`config.mk`:
```
export PLATFORM = sky130hd
export DESIGN_NAME = ccpp_top
export DESIGN_NICKNAME = d
export VERILOG_FILES = /design/src/hdl/ccpp_pkg.sv /design/src/hdl/ccpp_divider.sv /design/src/hdl/ccpp_top.sv
export SDC_FILE = /design/constraint.sdc
export NUM_CORES = 2
export LEC_CHECK = 0
export ABC_AREA = 1
export BUFFER_PORTS_ARGS = -buffer_cell sky130_fd_sc_hd__buf_2
export CORE_MARGIN = 1.5
export CORE_UTILIZATION = 40
export DETAILED_ROUTE_END_ITERATION = 12
export PLACE_DENSITY = 0.59
export SLEW_MARGIN = 20
export SYNTH_ARGS = -nofsm -noshare
export SYNTH_HDL_FRONTEND = slang
export SYNTH_HIERARCHICAL = 1
export SYNTH_SLANG_ARGS = --single-unit
```
`constraint.sdc`:
```
create_clock -name clk -period 9.4 [get_ports clk]
set_clock_uncertainty 0.05 [all_clocks]
set_input_delay 2.82 -clock clk [delete_from_list [all_inputs] [get_ports clk]]
set_output_delay 2.82 -clock clk [all_outputs]
set_load 0.01 [all_outputs]
```
`src/hdl/ccpp_pkg.sv`:
```
/*
 * Shared constants for the converter clock and post-processing block:
 * register offsets, field positions, reset values and timing counts.
 * Assumes a 200 MHz system clock and 32-bit AXI4-Lite register access.
 */
package ccpp_pkg;
	// ==========================================================
	// Clock and timing
	localparam int unsigned CLK_HZ = 200_000_000;
	localparam int unsigned SLOW_OSC_HZ = 10_000;
	localparam int unsigned SLOW_DIV = CLK_HZ / SLOW_OSC_HZ;
	localparam int unsigned OUT_CLK_HZ = 32_768;
	localparam int unsigned OUT_CLK_HALF = CLK_HZ / (2 * OUT_CLK_HZ);
	localparam int unsigned START_STEP_US = 100;
	localparam int unsigned START_STEP_CYCLES = START_STEP_US * (CLK_HZ / 1_000_000);

	// ==========================================================
	// Register byte offsets
	localparam logic [7:0] OFS_CFG0 = 8'h00;
	localparam logic [7:0] OFS_CFG3 = 8'h0c;
	localparam logic [7:0] OFS_GAIN1 = 8'h10;
	localparam logic [7:0] OFS_GAIN4 = 8'h1c;
	localparam logic [7:0] OFS_CFG12 = 8'h30;
	localparam logic [7:0] OFS_CFG13 = 8'h34;
	localparam logic [7:0] OFS_PPCTRL = 8'h40;
	localparam logic [7:0] OFS_STATUS = 8'h44;
	localparam logic [7:0] OFS_RESULT0 = 8'h50;
	localparam logic [7:0] OFS_RESULT3 = 8'h5c;

	// ==========================================================
	// Field positions
	localparam int unsigned BIT_RC_SUPPLY_INT = 0;
	localparam int unsigned POS_OSC_START = 17;
	localparam int unsigned BIT_EMI_ENABLE = 7;
	localparam int unsigned BIT_FAST_RC = 0;
	localparam int unsigned BIT_LOWPOWER_RC = 1;
	localparam int unsigned BIT_CORR_EN = 0;
	localparam int unsigned POS_CORR_FACTOR = 8;
	localparam int unsigned BIT_USER_PRG = 16;

	// ==========================================================
	// Values
	localparam logic [23:0] CFG_RESET = 24'h000000;
	localparam logic [23:0] GAIN_RESET = 24'h100000;
	localparam int unsigned GAIN_FRAC = 20;
	localparam int unsigned CORR_SHIFT = 21;
	localparam logic [7:0] CORR_FACTOR_RESET = 8'hf7;
	localparam logic [2:0] OSC_OFF = 3'h0;
	localparam logic [2:0] OSC_ALWAYS = 3'h1;
	localparam logic [2:0] OSC_DELAY_MIN = 3'h2;
	localparam logic [2:0] OSC_DELAY_MAX = 3'h5;
	localparam logic [1:0] RESP_OKAY = 2'h0;
	localparam logic [1:0] RESP_SLVERR = 2'h2;

	typedef enum logic [2:0] {
		CCPP_IDLE,
		CCPP_SCALE,
		CCPP_DIVIDE,
		CCPP_STORE,
		CCPP_FINISH
	} ccpp_pp_state_t;
endpackage : ccpp_pkg

```
`src/hdl/ccpp_divider.sv`:
```
/*
 * Unsigned restoring divider, one quotient bit per clock.
 * Assumes the caller never starts it with a zero divisor.
 */
`timescale 1ns/10ps
module ccpp_divider #(
	parameter int unsigned NUM_W = 49,
	parameter int unsigned DEN_W = 33
) (
	input wire logic clk,
	input wire logic reset_n,
	input wire logic start,
	input wire logic [NUM_W-1:0] numerator,
	input wire logic [DEN_W-1:0] denominator,
	output logic busy,
	output logic done,
	output logic [NUM_W-1:0] quotient
);
	logic [DEN_W:0] remainder;
	logic [DEN_W-1:0] divisor;
	logic [$clog2(NUM_W+1)-1:0] bits_left;
	logic [DEN_W:0] trial;

	always_comb begin
		trial = {remainder[DEN_W-1:0], quotient[NUM_W-1]} - {1'b0, divisor};
	end

	always_ff @(posedge clk or negedge reset_n) begin
		if (!reset_n) begin
			remainder <= '0;
			divisor <= '0;
			quotient <= '0;
			bits_left <= '0;
			busy <= 1'b0;
			done <= 1'b0;
		end else begin
			done <= 1'b0;
			if (start && !busy) begin
				remainder <= '0;
				divisor <= denominator;
				quotient <= numerator;
				bits_left <= ($clog2(NUM_W+1))'(NUM_W);
				busy <= 1'b1;
			end else if (busy) begin
				if (trial[DEN_W]) begin
					remainder <= {remainder[DEN_W-1:0], quotient[NUM_W-1]};
					quotient <= {quotient[NUM_W-2:0], 1'b0};
				end else begin
					remainder <= trial;
					quotient <= {quotient[NUM_W-2:0], 1'b1};
				end
				bits_left <= bits_left - 1'b1;
				if (bits_left == 1) begin
					busy <= 1'b0;
					done <= 1'b1;
				end
			end
		end
	end
endmodule : ccpp_divider

```
`src/hdl/ccpp_top.sv`:
```
/*
 * Measurement clock selection, result post-processing and port ground
 * clamping for a strain-gauge time-to-digital converter, with AXI4-Lite
 * registers. Assumes the front-end signals are synchronous to clk.
 */
// The placing of the registers and register access over AXI4-Lite were decided locally.
`timescale 1ns/10ps

module ccpp_top
	import ccpp_pkg::*;
#(
	parameter int unsigned START_STEP = ccpp_pkg::START_STEP_CYCLES,
	parameter int unsigned SLOW_PERIOD = ccpp_pkg::SLOW_DIV,
	parameter int unsigned SUPPLY_W = 24
) (
	input wire logic clk,
	input wire logic reset_n,
	input wire logic [7:0] s_axi_awaddr,
	input wire logic s_axi_awvalid,
	output logic s_axi_awready,
	input wire logic [31:0] s_axi_wdata,
	input wire logic [3:0] s_axi_wstrb,
	input wire logic s_axi_wvalid,
	output logic s_axi_wready,
	output logic [1:0] s_axi_bresp,
	output logic s_axi_bvalid,
	input wire logic s_axi_bready,
	input wire logic [7:0] s_axi_araddr,
	input wire logic s_axi_arvalid,
	output logic s_axi_arready,
	output logic [31:0] s_axi_rdata,
	output logic [1:0] s_axi_rresp,
	output logic s_axi_rvalid,
	input wire logic s_axi_rready,
	input wire logic meas_request,
	input wire logic meas_done,
	input wire logic [1:0] measured_port,
	input wire logic native_mode,
	input wire logic stretched_mode,
	input wire logic measuring_range1,
	input wire logic [95:0] halfbridge_result,
	input wire logic [SUPPLY_W-1:0] measured_supply_voltage,
	output logic meas_start,
	output logic resonator_enable,
	output logic fast_rc_osc_enable,
	output logic lowpower_rc_osc_enable,
	output logic rc_osc_supply_internal,
	output logic slow_tick,
	output logic cycle_timing_slow,
	output logic clk32k_out,
	output logic [3:0] port_ground_clamp,
	output logic user_program_start,
	output logic postproc_done
);
	import ccpp_pkg::*;

	// ==========================================================
	// Register bus
	logic [23:0] cfg0, cfg3, cfg12, cfg13, ppctrl;
	logic [23:0] gain [4];
	logic [23:0] result [4];
	logic [7:0] aw_addr, ar_addr;
	logic aw_held, w_held;
	logic [31:0] w_data;
	logic [3:0] w_strb;
	logic do_write;
	logic pp_busy;

	function automatic logic [23:0] merge(input logic [23:0] old, input logic [31:0] data,
			input logic [3:0] strb);
		logic [23:0] v;
		v = old;
		for (int i = 0; i < 3; i++) begin
			if (strb[i])
				v[i*8 +: 8] = data[i*8 +: 8];
		end
		return v;
	endfunction : merge

	function automatic logic is_mapped(input logic [7:0] a);
		return a == OFS_CFG0 || a == OFS_CFG3 || a == OFS_CFG12 || a == OFS_CFG13
			|| a == OFS_PPCTRL || a == OFS_STATUS
			|| (a >= OFS_GAIN1 && a <= OFS_GAIN4 && a[1:0] == 2'b00)
			|| (a >= OFS_RESULT0 && a <= OFS_RESULT3 && a[1:0] == 2'b00);
	endfunction : is_mapped

	assign s_axi_awready = !aw_held && !s_axi_bvalid;
	assign s_axi_wready = !w_held && !s_axi_bvalid;
	assign do_write = aw_held && w_held && !s_axi_bvalid;
	assign s_axi_arready = !s_axi_rvalid;

	always_ff @(posedge clk or negedge reset_n) begin
		if (!reset_n) begin
			aw_held <= 1'b0;
			w_held <= 1'b0;
			aw_addr <= '0;
			w_data <= '0;
			w_strb <= '0;
			s_axi_bvalid <= 1'b0;
			s_axi_bresp <= RESP_OKAY;
		end else begin
			if (s_axi_awvalid && s_axi_awready) begin
				aw_held <= 1'b1;
				aw_addr <= s_axi_awaddr;
			end
			if (s_axi_wvalid && s_axi_wready) begin
				w_held <= 1'b1;
				w_data <= s_axi_wdata;
				w_strb <= s_axi_wstrb;
			end
			if (do_write) begin
				aw_held <= 1'b0;
				w_held <= 1'b0;
				s_axi_bvalid <= 1'b1;
				s_axi_bresp <= is_mapped(aw_addr) ? RESP_OKAY : RESP_SLVERR;
			end else if (s_axi_bvalid && s_axi_bready) begin
				s_axi_bvalid <= 1'b0;
			end
		end
	end

	always_ff @(posedge clk or negedge reset_n) begin
		if (!reset_n) begin
			cfg0 <= CFG_RESET;
			cfg3 <= CFG_RESET;
			cfg12 <= CFG_RESET;
			cfg13 <= CFG_RESET;
			ppctrl <= 24'(CORR_FACTOR_RESET) << POS_CORR_FACTOR;
			for (int i = 0; i < 4; i++)
				gain[i] <= GAIN_RESET;
		end else if (do_write) begin
			case (aw_addr)
				OFS_CFG0: cfg0 <= merge(cfg0, w_data, w_strb);
				OFS_CFG3: cfg3 <= merge(cfg3, w_data, w_strb);
				OFS_CFG12: cfg12 <= merge(cfg12, w_data, w_strb);
				OFS_CFG13: cfg13 <= merge(cfg13, w_data, w_strb);
				OFS_PPCTRL: ppctrl <= merge(ppctrl, w_data, w_strb);
				default: begin
					if (aw_addr >= OFS_GAIN1 && aw_addr <= OFS_GAIN4 && aw_addr[1:0] == 2'b00)
						gain[aw_addr[3:2]] <= merge(gain[aw_addr[3:2]], w_data, w_strb);
				end
			endcase
		end
	end

	always_ff @(posedge clk or negedge reset_n) begin
		if (!reset_n) begin
			s_axi_rvalid <= 1'b0;
			s_axi_rdata <= '0;
			s_axi_rresp <= RESP_OKAY;
		end else if (s_axi_arvalid && s_axi_arready) begin
			s_axi_rvalid <= 1'b1;
			s_axi_rresp <= is_mapped(s_axi_araddr) ? RESP_OKAY : RESP_SLVERR;
			case (s_axi_araddr)
				OFS_CFG0: s_axi_rdata <= {8'h00, cfg0};
				OFS_CFG3: s_axi_rdata <= {8'h00, cfg3};
				OFS_CFG12: s_axi_rdata <= {8'h00, cfg12};
				OFS_CFG13: s_axi_rdata <= {8'h00, cfg13};
				OFS_PPCTRL: s_axi_rdata <= {8'h00, ppctrl};
				OFS_STATUS: s_axi_rdata <= {27'h0, pp_busy, lowpower_rc_osc_enable,
					fast_rc_osc_enable, resonator_enable, cycle_timing_slow};
				default: begin
					if (is_mapped(s_axi_araddr) && s_axi_araddr >= OFS_RESULT0)
						s_axi_rdata <= {{8{result[s_axi_araddr[3:2]][23]}},
							result[s_axi_araddr[3:2]]};
					else if (is_mapped(s_axi_araddr))
						s_axi_rdata <= {8'h00, gain[s_axi_araddr[3:2]]};
					else
						s_axi_rdata <= '0;
				end
			endcase
		end else if (s_axi_rvalid && s_axi_rready) begin
			s_axi_rvalid <= 1'b0;
		end
	end

	// ==========================================================
	// Oscillators and measurement start
	logic [2:0] osc_start;
	logic fast_rc_sel, lowpower_rc_sel;
	logic [19:0] slow_count;
	logic [19:0] start_count;
	logic [19:0] start_target;
	logic starting, meas_active;
	logic [$clog2(OUT_CLK_HALF+1)-1:0] out_count;

	assign osc_start = cfg3[POS_OSC_START +: 3];
	assign fast_rc_sel = cfg13[BIT_FAST_RC];
	assign lowpower_rc_sel = cfg13[BIT_LOWPOWER_RC] && !fast_rc_sel;
	assign fast_rc_osc_enable = fast_rc_sel;
	assign lowpower_rc_osc_enable = lowpower_rc_sel;
	assign rc_osc_supply_internal = cfg0[BIT_RC_SUPPLY_INT];
	assign cycle_timing_slow = stretched_mode || measuring_range1;
	assign start_target = 20'((osc_start - OSC_ALWAYS) * START_STEP);

	// The slow oscillator never stops, so its tick runs whatever the other settings.
	always_ff @(posedge clk or negedge reset_n) begin
		if (!reset_n) begin
			slow_count <= '0;
			slow_tick <= 1'b0;
		end else begin
			slow_tick <= 1'b0;
			if (slow_count == 20'(SLOW_PERIOD - 1)) begin
				slow_count <= '0;
				slow_tick <= 1'b1;
			end else begin
				slow_count <= slow_count + 1'b1;
			end
		end
	end

	always_ff @(posedge clk or negedge reset_n) begin
		if (!reset_n) begin
			out_count <= '0;
			clk32k_out <= 1'b0;
		end else if (out_count == ($bits(out_count))'(OUT_CLK_HALF - 1)) begin
			out_count <= '0;
			clk32k_out <= !clk32k_out;
		end else begin
			out_count <= out_count + 1'b1;
		end
	end

	// Under an RC source the resonator stays off and a request starts at once.
	always_ff @(posedge clk or negedge reset_n) begin
		if (!reset_n) begin
			resonator_enable <= 1'b0;
			starting <= 1'b0;
			start_count <= '0;
			meas_start <= 1'b0;
			meas_active <= 1'b0;
		end else begin
			meas_start <= 1'b0;
			if (meas_done)
				meas_active <= 1'b0;
			if (fast_rc_sel || lowpower_rc_sel || osc_start == OSC_OFF || osc_start > OSC_DELAY_MAX) begin
				resonator_enable <= 1'b0;
				starting <= 1'b0;
				if (meas_request && !meas_active) begin
					meas_start <= 1'b1;
					meas_active <= 1'b1;
				end
			end else if (osc_start == OSC_ALWAYS) begin
				resonator_enable <= 1'b1;
				starting <= 1'b0;
				if (meas_request && !meas_active) begin
					meas_start <= 1'b1;
					meas_active <= 1'b1;
				end
			end else if (starting) begin
				if (start_count == start_target - 1'b1) begin
					starting <= 1'b0;
					meas_start <= 1'b1;
					meas_active <= 1'b1;
				end else begin
					start_count <= start_count + 1'b1;
				end
			end else if (meas_request && !meas_active) begin
				resonator_enable <= 1'b1;
				starting <= 1'b1;
				start_count <= '0;
			end else if (meas_done) begin
				resonator_enable <= 1'b0;
			end
		end
	end

	// ==========================================================
	// Port ground clamping
	always_ff @(posedge clk or negedge reset_n) begin
		if (!reset_n)
			port_ground_clamp <= 4'h0;
		else if (meas_active && native_mode && cfg12[BIT_EMI_ENABLE])
			port_ground_clamp <= ~(4'h1 << measured_port);
		else
			port_ground_clamp <= 4'h0;
	end

	// ==========================================================
	// Post-processing
	ccpp_pp_state_t state;
	logic [1:0] index;
	logic [23:0] raw [4];
	logic [27:0] scaled_mag;
	logic negative;
	logic corr_en;
	logic signed [7:0] corr_factor;
	logic signed [33:0] corr_den;
	logic div_start, div_busy, div_done;
	logic [48:0] div_quot;
	logic [48:0] final_mag;
	logic [23:0] abs_raw;
	logic [47:0] product;

	assign corr_en = ppctrl[BIT_CORR_EN];
	assign corr_factor = signed'(ppctrl[POS_CORR_FACTOR +: 8]);
	assign abs_raw = raw[index][23] ? 24'(-raw[index]) : raw[index];
	assign product = abs_raw * gain[index];
	assign corr_den = (34'sd1 <<< CORR_SHIFT)
		+ signed'(34'(measured_supply_voltage)) * corr_factor;
	assign pp_busy = state != CCPP_IDLE;

	ccpp_divider #(
		.NUM_W(49),
		.DEN_W(33)
	) u_divider (
		.clk(clk),
		.reset_n(reset_n),
		.start(div_start),
		.numerator(49'(scaled_mag) << CORR_SHIFT),
		.denominator(corr_den > 0 ? 33'(corr_den) : 33'h000000001),
		.busy(div_busy),
		.done(div_done),
		.quotient(div_quot)
	);

	// Magnitudes above the signed 24-bit range saturate rather than wrap.
	always_comb begin
		final_mag = corr_en ? div_quot : 49'(scaled_mag);
	end

	always_ff @(posedge clk or negedge reset_n) begin
		if (!reset_n) begin
			state <= CCPP_IDLE;
			index <= '0;
			scaled_mag <= '0;
			negative <= 1'b0;
			div_start <= 1'b0;
			user_program_start <= 1'b0;
			postproc_done <= 1'b0;
			for (int i = 0; i < 4; i++) begin
				raw[i] <= '0;
				result[i] <= '0;
			end
		end else begin
			div_start <= 1'b0;
			user_program_start <= 1'b0;
			postproc_done <= 1'b0;
			case (state)
				CCPP_IDLE: begin
					if (meas_done) begin
						for (int i = 0; i < 4; i++)
							raw[i] <= halfbridge_result[i*24 +: 24];
						index <= '0;
						state <= CCPP_SCALE;
					end
				end
				CCPP_SCALE: begin
					scaled_mag <= product[GAIN_FRAC +: 28];
					negative <= raw[index][23];
					if (corr_en) begin
						div_start <= 1'b1;
						state <= CCPP_DIVIDE;
					end else begin
						state <= CCPP_STORE;
					end
				end
				CCPP_DIVIDE: begin
					if (div_done)
						state <= CCPP_STORE;
				end
				CCPP_STORE: begin
					if (|final_mag[48:23])
						result[index] <= negative ? 24'h800001 : 24'h7fffff;
					else
						result[index] <= negative ? -{1'b0, final_mag[22:0]} : {1'b0, final_mag[22:0]};
					index <= index + 1'b1;
					state <= index == 2'd3 ? CCPP_FINISH : CCPP_SCALE;
				end
				CCPP_FINISH: begin
					postproc_done <= 1'b1;
					user_program_start <= ppctrl[BIT_USER_PRG];
					state <= CCPP_IDLE;
				end
				default: state <= CCPP_IDLE;
			endcase
		end
	end
endmodule : ccpp_top

```
==> flow_metrics.tcl <==
set metrics [dict create \
    worst_hold_path.num_cells 1 \
    dpl.hpwl_mm 146 \
    detail_route.wl_per_cell_um 18.7 \
    worstMarginPinSlew_ns 1.12 \
    root_buffer_selected_by_cts "sky130_fd_sc_hd__clkbuf_16" \
    min_from "slow_count[0]" \
    setup_violations 0 \
    tritoncts_num_sinks 696 \
    place_ws_ns 0.313 \
    finalCritPeriodShare 0.940 \
    critical_path.reg2reg.startpoint "index[1]" \
    final_critical_path_setup_slack_ns 0.568 \
    nNetsFinal 9460 \
    antenna_found_initial 13 \
    postSynthCellCount 8255 \
    cts_hold_repair.buffers 0 \
    status "finished clean" \
    timing.critical_path.mode_cell "sky130_fd_sc_hd__nand2_1" \
    global_route.usage.total 0.242 \
    area_taken_by_multi_input_logic_gates_mm2 0.0392 \
    port_buffers 229 \
    grt_first_pass_wirelength_mm 308 \
    synth.top_cell.area_share 0.268 \
    synth_edf_count 0 \
    ys_seq_elements 696 \
    total_placed_instance_area_mm2 0.0671 \
    ys_warn_count 6 \
    synth.yosys.seq_area_share 0.273 \
    min_delay_worst_endpoint "slow_count[0]" \
    report.final.slew_viol_count 0 \
    path_max_fanout 16 \
    finalWirelength_mm 196 \
    gp_congestion 0.947 \
    cts-htree-levels 3 \
    fp.dieArea_mm2 0.162 \
    hold_viol 0 \
    drt-vias-per-instance 5.20 \
    max-cap-violations 0 \
    nFillCells 16031 \
    fin_setup_tns_ns 0 \
    global_route_total_overflow 0 \
    fp.dieW_um 403 \
    fin_worst_hold_slack_ns 0.408 \
    unrepaired_setup_endpoints_after_global_routing "false" \
    r2r_slack_ns 0.57 \
    layout-area-overhead-vs-synth_pct 9.22 \
    max_clock_freq_ghz 0.113 \
    rr_worst_depth 34 \
    io_pins 241 \
    final_layout_size_suffix_gt1_frac 0.0871 \
    syn-cell-area_mm2 0.0639 \
    setup.worst_path.start_class "flip-flop" \
    drt_first_iter_violations 4283 \
    maximum_number_of_pins_on_one_net_before_global_route_repair 175 \
    critical_path.slowest_cell "sky130_fd_sc_hd__fa_1" \
    max-slew-margin-rel 0.245 \
    fp.coreArea_mm2 0.159 \
    synthTopCellsByArea "sky130_fd_sc_hd__dfrtp_1, sky130_fd_sc_hd__fa_1, sky130_fd_sc_hd__nand2_1" \
    dieHeight_um 403 \
    worst_ep_arrival_time_ns 9.33 \
    drc_errors 0 \
    critPathMaxStageDelay_ns 0.57 \
    postRouteAntennaNets 0 \
    hold_class "flip-flop to flip-flop" \
    tritoncts_buffer_count 78 \
    fin_crit_ns 8.83 \
    cts_max_path_buffers 3 \
    clkTransAtPathRegs_ns 0.06 \
    post-route-cell-area_mm2 0.0698 \
    post_synth_top_flop "sky130_fd_sc_hd__dfrtp_1" \
    required_ns 9.90 \
    ff_latch_area_mm2 0.0174 \
    post-synth-top-area-cell "sky130_fd_sc_hd__dfrtp_1" \
    path_class "flip-flop to flip-flop" \
    initial_core_util 0.403 \
    insertion_delay_ns 0.72 \
    postSynth.asyncResetShare 1.00 \
    timing.critical_path.to_type "flip-flop" \
    vias 54539 \
    fp-row-count 146 \
    r2r-end "scaled_mag[14]" \
    firstDrtPassIters 6 \
    via_count_of_the_first_global_routing_pass 54457 \
    netlist-cell-type-count 71 \
    postSynthAreaPerCell_um2 7.75 \
    tritoncts "built" \
]
[cells in the final DEF, fill, tap and decap left out, types with 16 or more instances in the layout]
master / count
sky130_fd_sc_hd__nand2_1: 2060
sky130_fd_sc_hd__inv_1: 1513
sky130_fd_sc_hd__nor2_1: 696
sky130_fd_sc_hd__dfrtp_1: 683
sky130_fd_sc_hd__fa_1: 618
sky130_fd_sc_hd__o21ai_0: 446
sky130_fd_sc_hd__ha_1: 320
sky130_fd_sc_hd__nand3_1: 296
sky130_fd_sc_hd__a21oi_1: 290
sky130_fd_sc_hd__buf_2: 228
sky130_fd_sc_hd__buf_4: 109
sky130_fd_sc_hd__mux2_2: 100
sky130_fd_sc_hd__clkbuf_16: 78
sky130_fd_sc_hd__xor2_1: 71
sky130_fd_sc_hd__o21ai_1: 66
sky130_fd_sc_hd__a2bb2oi_1: 66
sky130_fd_sc_hd__a31oi_1: 62
sky130_fd_sc_hd__nand4_1: 57
sky130_fd_sc_hd__xnor2_1: 50
sky130_fd_sc_hd__or2_2: 45
sky130_fd_sc_hd__nor3_1: 42
sky130_fd_sc_hd__o221ai_1: 41
sky130_fd_sc_hd__a32oi_1: 23
sky130_fd_sc_hd__inv_2: 23
sky130_fd_sc_hd__conb_1: 23
sky130_fd_sc_hd__nand2_2: 22
sky130_fd_sc_hd__nor4_1: 22
sky130_fd_sc_hd__a221oi_1: 22
sky130_fd_sc_hd__a22oi_1: 20
sky130_fd_sc_hd__clkbuf_8: 19
sky130_fd_sc_hd__clkbuf_1: 17
sky130_fd_sc_hd__a21o_1: 16
sky130_fd_sc_hd__a41oi_1: 16
[routing by layer]
layer / vias to the layer above / global-route usage / share of wire
li1: 25783 / - / -
met1: 26478 / 0.327 / 0.43
met2: 1905 / 0.387 / 0.45
met3: 361 / 0.0432 / 0.074
met4: 12 / 0.0859 / 0.038
met5: - / 0 / 0.00036
[repair_timing]
action	4_1_cts	5_1_grt
resized for setup	0	13
endpoints found under the setup margin	0	21
setup buffers	0	3
[metrics by stage]
step / std cells / utilization
after detailed placement: 10324 / 0.423
after global placement: 10324 / 0.423
after floorplan: 8277 / -
after global routing: 10475 / 0.440
after CTS: 10468 / 0.440
final: 10479 / 0.440
[worst max-delay path, delay by kind of cell (launching register included)]
family | cells | cell delay (ns)
fa+ha+maj | 8 | 4.04
simple gates | 14 | 2.01
compound gates | 6 | 1.07
buf+inv | 5 | 0.64
flops | 1 | 0.50
xor+xnor | 1 | 0.33
[cell type report]
class,count,share of cell area
multi-input cells,5664,0.562
clock inverters,30,0.00509
diodes,7,0.000251
flip-flops and latches,696,0.250
clock buffers,114,0.0326
inverters,1551,0.0836
repair buffers,345,0.0301
well taps,2072,0.0371
[logic make-up (layout without fill, tap and decap cells)]
logic type	after synthesis	after routing	synth area share
AOI/OAI and AO/OA	1163	1163	0.108
xor gates and xnor gates	121	121	0.0166
adders and majority gates	938	938	0.256
buffers and inverters	1917	2040	0.117
DFF	696	696	0.273
muxes	104	104	0.0182
other	1	30	0.0000586
and+or+nand+nor	3315	3315	0.211
[flip-flops by register name (all words and copies together) (netlist names), 2 cells and up]
| signal | count |
|---|---|
| gain | 96 |
| raw | 96 |
| result | 96 |
| u_divider/quotient | 49 |
| u_divider/divisor | 33 |
| u_divider/remainder | 33 |
| scaled_mag | 28 |
| s_axi_rdata | 25 |
| cfg0 | 24 |
| cfg12 | 24 |
| cfg13 | 24 |
| cfg3 | 24 |
| ppctrl | 24 |
| w_data | 24 |
| slow_count | 20 |
| start_count | 20 |
| out_count | 12 |
| aw_addr | 8 |
| u_divider/bits_left | 6 |
| port_ground_clamp | 4 |
| state | 3 |
| w_strb | 3 |
| index | 2 |
[cells in the mapped netlist (22+ instances only)]
master	number
sky130_fd_sc_hd__nand2_1	2065
sky130_fd_sc_hd__inv_1	1515
sky130_fd_sc_hd__nor2_1	701
sky130_fd_sc_hd__dfrtp_1	685
sky130_fd_sc_hd__fa_1	618
sky130_fd_sc_hd__o21ai_0	446
sky130_fd_sc_hd__ha_1	320
sky130_fd_sc_hd__nand3_1	297
sky130_fd_sc_hd__a21oi_1	290
sky130_fd_sc_hd__clkbuf_1	218
sky130_fd_sc_hd__mux2_2	100
sky130_fd_sc_hd__buf_2	86
sky130_fd_sc_hd__xor2_1	71
sky130_fd_sc_hd__a2bb2oi_1	66
sky130_fd_sc_hd__o21ai_1	66
sky130_fd_sc_hd__a31oi_1	62
sky130_fd_sc_hd__nand4_1	57
sky130_fd_sc_hd__xnor2_1	50
sky130_fd_sc_hd__nor3_1	46
sky130_fd_sc_hd__or2_2	45
sky130_fd_sc_hd__o221ai_1	41
sky130_fd_sc_hd__a32oi_1	28
sky130_fd_sc_hd__inv_2	28
sky130_fd_sc_hd__buf_1	26
sky130_fd_sc_hd__a221oi_1	22
sky130_fd_sc_hd__buf_4	22
sky130_fd_sc_hd__nor4_1	22
[worst max-delay path by stage]
stage	startpoint	end	slack, ns	cells past startpoint
2_1_floorplan	index[0]	scaled_mag[21]	1.55	40
6_report	index[1]	scaled_mag[14]	0.57	34
4_1_cts	index[0]	scaled_mag[14]	0.25	36
3_5_place_dp	index[0]	scaled_mag[14]	0.31	36
5_1_grt	index[1]	scaled_mag[26]	0.02	35
3_3_place_gp	index[0]	scaled_mag[25]	0.35	34
Power is left out: the tool's default activity adds up to more than one toggle a clock period on the data nets, which glitch-free logic cannot reach.
